--- config.mk ---
export PLATFORM = sky130hd
export DESIGN_NAME = fpet_sequencer
export DESIGN_NICKNAME = d
export VERILOG_FILES = /design/src/shared/fpet_pkg.sv /design/src/core/fpet_sequencer.sv /design/src/core/fpet_period_timer.sv
export VERILOG_INCLUDE_DIRS = /design/src /design/src/shared
export SDC_FILE = /design/constraint.sdc
export NUM_CORES = 1
export LEC_CHECK = 0
export BUFFER_PORTS_ARGS = -buffer_cell sky130_fd_sc_hd__buf_2
export CAP_MARGIN = 20
export CORE_MARGIN = 5
export CORE_UTILIZATION = 59
export DETAILED_ROUTE_END_ITERATION = 8
export GPL_ROUTABILITY_DRIVEN = 0
export PLACE_DENSITY = 0.79
export SLEW_MARGIN = 0
export SYNTH_ARGS = -nofsm -noshare
export SYNTH_HDL_FRONTEND = slang
export SYNTH_SLANG_ARGS = --single-unit
--- constraint.sdc ---
create_clock -name clk -period 2.05 [get_ports clk]
set_clock_uncertainty 0.05 [all_clocks]
set_input_delay 0.205 -clock clk [delete_from_list [all_inputs] [get_ports clk]]
set_output_delay 0.205 -clock clk [all_outputs]
set_load 0.01 [all_outputs]
--- src/shared/fpet_consts.svh ---
// Timing constants of the flash program/erase timer.
// Assumes inclusion by the package and the design files by bare name.
`ifndef FPET_CONSTS_SVH
`define FPET_CONSTS_SVH
// Phase lengths in timing generator periods
`define FPET_WORD_PERIODS 35
`define FPET_BLOCK_FIRST_PERIODS 30
`define FPET_BLOCK_NEXT_PERIODS 21
`define FPET_BLOCK_END_PERIODS 6
`define FPET_SEG_ERASE_PERIODS 4819
`define FPET_MASS_ERASE_PERIODS 5297
// Largest block size in items
`define FPET_BLOCK_ITEMS 64
// Frequency band of the timing generator, kHz
`define FPET_FREQ_MIN_KHZ 257
`define FPET_FREQ_MAX_KHZ 476
`endif

--- src/shared/fpet_pkg.sv ---
// Types shared by the flash program/erase timer.
// Assumes the constants header is on the include path.
package fpet_pkg;
    `include "fpet_consts.svh"
    // Operation requested by software
    typedef enum logic [2:0] {
        FPET_OP_WORD,
        FPET_OP_BLOCK,
        FPET_OP_SEG_ERASE,
        FPET_OP_MASS_ERASE
    } fpet_op_t;
    // Sequencer states
    typedef enum logic [2:0] {
        FPET_IDLE,
        FPET_PROG,
        FPET_BLK_WAIT,
        FPET_BLK_END,
        FPET_ERASE
    } fpet_state_t;
endpackage

--- src/core/fpet_sequencer.sv ---
// Flash program/erase timing sequencer, clocked by the timing generator.
// Assumes clk is the generator clock kept in band by software.
// Phase lengths are hardwired; only the block size is a parameter.
//
// Function
// - Word program lasts 35 periods
// - First block item takes 30 periods
// - Further block items take 21, 64 max
// - Block end sequence waits 6 periods
// - Segment erase 4819, mass erase 5297
//
// A start in idle loads the timer and raises the enable on one edge.
// Block mode waits between items; blockLast or a full block ends it.
// There is no time-out in the wait: software must end any block short of full.
module fpet_sequencer
    import fpet_pkg::*;
#(
    parameter int BLOCK_ITEMS = `FPET_BLOCK_ITEMS
) (
    // Clock and reset
    input wire logic clk,
    input wire logic rst,
    // Operation request
    input wire logic start,
    input wire fpet_op_t op,
    // Block mode item flow
    input wire logic itemValid,
    input wire logic blockLast,
    // Flash array controls
    output logic progEn,
    output logic eraseEn,
    output logic massEn,
    // Status
    output logic busy,
    output logic done,
    output logic itemTaken
);
    // Timer width covers the longest erase phase
    localparam int TW = 13;
    // Index width covers one block
    localparam int IW = $clog2(BLOCK_ITEMS);

    // Sequencer state and its phase timer
    fpet_state_t state_r; // Sequencer state
    fpet_op_t op_r; // Operation held for the sequence
    logic load; // Timer load strobe
    logic [TW-1:0] loadValue; // Phase length
    logic tDone; // Timer on last period
    // Block bookkeeping
    logic [IW-1:0] item_r; // Item index in block
    logic done_r; // Completion pulse
    // Registered array controls, so the array never sees a glitch
    logic progEn_r; // Program phase
    logic eraseEn_r; // Erase phase
    logic massEn_r; // Erase kind
    logic blockFull; // Index at last position

    // Refuse block sizes the index and the item rules cannot serve
    if (BLOCK_ITEMS < 2 || BLOCK_ITEMS > `FPET_BLOCK_ITEMS) begin
        $error("BLOCK_ITEMS out of range");
    end

    // Phase length from the operation
    // Taken at start only; later block phases are loaded from the wait state
    function automatic logic [TW-1:0] opLen(input fpet_op_t o);
        unique case (o)
            FPET_OP_WORD: opLen = TW'(`FPET_WORD_PERIODS);
            FPET_OP_BLOCK: opLen = TW'(`FPET_BLOCK_FIRST_PERIODS);
            FPET_OP_SEG_ERASE: opLen = TW'(`FPET_SEG_ERASE_PERIODS);
            FPET_OP_MASS_ERASE: opLen = TW'(`FPET_MASS_ERASE_PERIODS);
            // Codes outside the enum fall back to the word length
            default: opLen = TW'(`FPET_WORD_PERIODS);
        endcase
    endfunction

    // Last position reached: the next wait ends the block
    assign blockFull = (item_r == IW'(BLOCK_ITEMS - 1));

    // Timer loads on start, on each next item, and on block end
    always_comb begin
        load = 1'b0;
        loadValue = '0;
        itemTaken = 1'b0;
        unique case (state_r)
            FPET_IDLE: begin
                // Idle: a start loads the phase of its operation
                if (start) begin
                    load = 1'b1;
                    loadValue = opLen(op);
                end
            end
            FPET_BLK_WAIT: begin
                // Block end wins over a pending item
                if (blockLast || blockFull) begin
                    load = 1'b1;
                    loadValue = TW'(`FPET_BLOCK_END_PERIODS);
                end else if (itemValid) begin
                    load = 1'b1;
                    itemTaken = 1'b1;
                    loadValue = TW'(`FPET_BLOCK_NEXT_PERIODS);
                end
            end
            default: begin
                // Other states let the timer run down
            end
        endcase
    end

    // One shared down counter times every phase
    fpet_period_timer #(.WIDTH(TW)) fpet_period_timer_inst (
        .clk(clk),
        .rst(rst),
        .load(load),
        .loadValue(loadValue),
        .done(tDone)
    );

    // State sequence; new requests only taken in idle
    // Requests outside idle are dropped with no indication
    always_ff @(posedge clk or posedge rst) begin
        if (rst) begin
            state_r <= FPET_IDLE;
        end else begin
            unique case (state_r)
                FPET_IDLE: begin
                    if (start) begin
                        unique case (op)
                            FPET_OP_WORD: state_r <= FPET_PROG;
                            FPET_OP_BLOCK: state_r <= FPET_PROG;
                            default: state_r <= FPET_ERASE;
                        endcase
                    end
                end
                FPET_PROG: begin
                    // Word ends here; a block item returns to wait
                    if (tDone && op_r == FPET_OP_BLOCK)
                        state_r <= FPET_BLK_WAIT;
                    else if (tDone)
                        state_r <= FPET_IDLE;
                end
                FPET_BLK_WAIT: begin
                    // Stay here until an item arrives or the block ends
                    if (blockLast || blockFull)
                        state_r <= FPET_BLK_END;
                    else if (itemValid)
                        state_r <= FPET_PROG;
                end
                FPET_BLK_END: begin
                    // End wait runs out, then the block is done
                    if (tDone) state_r <= FPET_IDLE;
                end
                FPET_ERASE: begin
                    // Segment or mass erase, one timed run
                    if (tDone) state_r <= FPET_IDLE;
                end
            endcase
        end
    end

    // Latch operation at start
    // Held so a change of op cannot alter a running sequence
    always_ff @(posedge clk or posedge rst) begin
        if (rst) begin
            op_r <= FPET_OP_WORD;
        end else if (state_r == FPET_IDLE && start) begin
            op_r <= op;
        end
    end

    // Item index within the block
    // Cleared in idle so each block starts at position zero
    always_ff @(posedge clk or posedge rst) begin
        if (rst) begin
            item_r <= '0;
        end else if (state_r == FPET_IDLE) begin
            item_r <= '0;
        end else if (itemTaken) begin
            item_r <= item_r + IW'(1);
        end
    end

    // Array enables follow the phase
    // Enables rise on the start edge, so each phase count is exact
    always_ff @(posedge clk or posedge rst) begin
        if (rst) begin
            progEn_r <= 1'b0;
            eraseEn_r <= 1'b0;
            massEn_r <= 1'b0;
        end else begin
            progEn_r <= (state_r == FPET_IDLE && start
                && (op == FPET_OP_WORD || op == FPET_OP_BLOCK))
                || (state_r == FPET_PROG && !tDone)
                || (state_r == FPET_BLK_WAIT && itemTaken);
            eraseEn_r <= (state_r == FPET_IDLE && start
                && (op == FPET_OP_SEG_ERASE || op == FPET_OP_MASS_ERASE))
                || (state_r == FPET_ERASE && !tDone);
            // Erase kind holds after the run until the next start
            if (state_r == FPET_IDLE && start)
                massEn_r <= (op == FPET_OP_MASS_ERASE);
        end
    end

    // One pulse when a sequence ends
    // Item ends inside a block give no pulse
    always_ff @(posedge clk or posedge rst) begin
        if (rst) begin
            done_r <= 1'b0;
        end else begin
            done_r <= tDone && (state_r == FPET_ERASE
                || state_r == FPET_BLK_END
                || (state_r == FPET_PROG && op_r == FPET_OP_WORD));
        end
    end

    // Busy is combinational, so a start in the done cycle is taken
    assign busy = (state_r != FPET_IDLE);
    // Remaining outputs except itemTaken come straight from flip-flops
    assign done = done_r;
    assign progEn = progEn_r;
    assign eraseEn = eraseEn_r;
    assign massEn = massEn_r;
endmodule // fpet_sequencer

--- src/core/fpet_period_timer.sv ---
// Down counter that times one phase in generator periods.
// Assumes load and loadValue come from the sequencer in the same clock.
module fpet_period_timer
    import fpet_pkg::*;
#(
    parameter int WIDTH = 13
) (
    // Clock and reset
    input wire logic clk,
    input wire logic rst,
    // Control
    input wire logic load,
    input wire logic [WIDTH-1:0] loadValue,
    // Status
    output logic done
);
    logic [WIDTH-1:0] count_r; // Periods still to run

    // Refuse widths too narrow for the longest erase
    if (WIDTH < 13) begin
        $error("WIDTH too small for erase lengths");
    end

    // Load a phase or count it down to zero
    always_ff @(posedge clk or posedge rst) begin
        if (rst) begin
            count_r <= '0;
        end else if (load) begin
            count_r <= loadValue;
        end else if (count_r != '0) begin
            count_r <= count_r - WIDTH'(1);
        end
    end

    // Last period of the phase
    assign done = (count_r == WIDTH'(1));
endmodule // fpet_period_timer

==> results.txt <==
Wire per inst: 16.2 µm
Post-CTS setup buffers: 0
Final wirelength: 3950 µm
Clock Path Buffers: 2
# H-tree levels: 2
Design area: 1970 µm²
Cell Chain, Critical Path: ha_1 > nand2_1 > o2111a_1 > or2_2 > a211o_1
Final Power: 2.50 mW
Synth area leader: dfrtp_1
Storage element area: 726 µm²
Drt drc: 0
Full die area: 4240 µm²
Tmin final: 1.95 ns
Synth cell types: 50
R2R Setup Slk: 0.1 ns
Clock transition at path regs: 0.09 ns
NumNets Final: 223
CTS tree: yes
Yosys reg bits: 29
Core area: 2980 µm²
Fillers: 239
Layout area overhead: 9.91%
Remaining antenna violation count: 0
Inserted Diodes: 0
CP Class: flip-flop to flip-flop
Outcome: finished, final reports clean
Largest net degree at the start of global routing: 30
Slowest cell on the critical path: dfrtp_1
Gr usage total: 0.214
Worst r2r dst: fpet_period_timer_inst.count_r[4]
Post-synth EDFFs: 0
CTS sink count: 29
PortBufs: 13
Post-DP HPWL: 2880 µm
Vias: 1513
Endpoints failing setup: 0
Starting Density: 0.602
CP max FO: 10
Post-synth ARST share: 1.00
Yosys top cell area share: 0.405
Die X: 65.1 µm
Crit path DAT: 2.12 ns
First-pass GRT wire length: 6860 µm
Syn nets: 204
Standard-cell rows: 20
Hold WC Path Type: input port to flip-flop
Final Max Slew Viols: 0
Leakage: 0.883 nW
Crit share post-route: 0.951
Avg Synthesized Cell Area: 9.34 µm²
Detailed Route Iter0 Violations: 111
Reg-to-reg startpoint: item_r[0]
Slew HR: 0.652
Area of the multi-input gates: 976 µm²
Worst setup SP type: flip-flop
Die height: 65.1 µm
Number of global-route vias before repair: 1469
FMAX: 0.513 GHz
Clk root buf: clkbuf_4
Critical Path RT: 2.22 ns
Top area cells in the synthesized netlist: dfrtp_1 40%, nand2_1 3.8%, a21oi_1 3.6%
Clk Latency, worst-skew pair: 0.33 ns
DR pass1 iterations: 4
Synth Cell Area: 1790 µm²
Grt ovf: 0
YS warnings: 0
Endpoint class of the critical path: flip-flop
Layout cell share with drive strength beyond 1: 0.204
Ys flop type: dfrtp_1
TritonCTS buffer count: 5
Worst R2R Path Depth: 5
Power Density: 1270 nW/µm²
Worst-Margin Slew: 0.514 ns
Final TNS setup: 0 ns
Sequential area share after synthesis: 0.405
Max incr delay on CP: 0.42 ns
Critical Path Sink: fpet_period_timer_inst.count_r[4]
Worst-case vdd ir drop: 0.000542 V
RSZ-0062 raised after global routing: no
Mapped Cells: 192
Worst Setup SP: item_r[0]
Placement Cell Area: 1900 µm²
Maximum capacitance violations: 0
Vias per cell: 6.20
Num ports: 14
Initial antenna violation count: 0
Hold Fails Final Rpt: 0
-- final cells by class --
class,instances,share of cell area
Timing Repair Buffer,21,0.0648
Multi-Input combinational cell,142,0.495
Clock buffer,7,0.0279
Sequential cell,29,0.368
Inverter,12,0.0229
Tap cell,33,0.0210
-- flip-flops by register name, indices dropped and copies added, names as in the netlist --
name,count
fpet_period_timer_inst.count_r,13
item_r,6
op_r,3
state_r,3
done,1
eraseEn,1
massEn,1
progEn,1
-- power by group --
part	total, mW	switching, mW	internal, mW
sequential	0.992	0.234	0.758
combinational	1.15	0.606	0.544
clock	0.356	0.194	0.162
total	2.50	1.03	1.46
-- per-stage QoR --
stage               cells  utilization  hold WS (ns)  setup WS [ns]
finish                244        0.662         0.107         0.0996
global route          244        0.662        0.0881        0.00169
CTS                   244        0.659        0.0922          0.137
detailed placement    236        0.637         0.243          0.154
global placement      236        0.637         0.235          0.204
floorplan             192            -         0.233          0.211
-- cell families after synthesis --
logic type	Yosys count	share of synthesized area
AO/OA/AOI/OAI	51	0.207
XOR/XNOR	9	0.0440
adder cells (fa/ha/maj)	4	0.0279
buffers and inverters	21	0.0558
flip-flops	29	0.405
multiplexers	3	0.0174
AND/OR/NAND/NOR	75	0.243
-- metal layers --
metal	GRT usage	vias up	wire, µm
met5	0	-	0
met4	0.109	0	81
met3	0.0581	9	200
met2	0.345	41	1980
met1	0.263	724	1680
li1	-	739	-
-- worst min-delay path by stage --
stage / start / end / slack [ns] / depth (start not counted)
floorplan: rst / done / 0.23 / 1
global placement: rst / fpet_period_timer_inst.count_r[2] / 0.23 / 3
detailed placement: rst / fpet_period_timer_inst.count_r[4] / 0.24 / 3
CTS: op[2] / op_r[2] / 0.09 / 3
global route: op[2] / op_r[2] / 0.09 / 3
finish: op[2] / op_r[2] / 0.11 / 3
-- cell usage in the layout, fill, tap and decap left out, drive strengths merged, types with 7 or more instances in the layout --
cell,n
o21ai,9
a21oi,13
dfrtp,29
nand3,10
buf,20
nand2,18
nor2,13
clkbuf,7
inv,12
nor3,10
-- synthesized netlist by cell type (2+ instances only) --
cell / number
a211o_1: 2
a211oi_1: 3
a211oi_2: 3
a21oi_1: 13
and4_1: 2
buf_2: 5
buf_6: 2
clkbuf_1: 2
dfrtp_1: 29
ha_1: 4
inv_1: 12
mux2i_1: 2
nand2_1: 18
nand2b_1: 2
nand3_1: 10
nand4_1: 2
nor2_1: 12
nor2b_1: 2
nor3_1: 8
nor3_2: 2
nor4b_1: 2
o211ai_1: 3
o21a_1: 3
o21ai_0: 8
o22ai_1: 2
o31ai_1: 5
or3_1: 4
xnor2_1: 3
xor2_1: 6
-- critical path, delay by kind of cell, from the launching register on --
family	cells	cell delay [ns]
adders and majority gates	1	0.22
AOI/OAI and AO/OA	2	0.67
DFF	1	0.42
and+or+nand+nor	2	0.49
-- what timing repair did --
item,in CTS,in global routing
gates resized for setup,0,2
hold buffers,1,0
endpoints found under the setup margin,0,1
endpoints found under the hold margin,29,0
No activity file was read; power rests on OpenSTA's default activity.
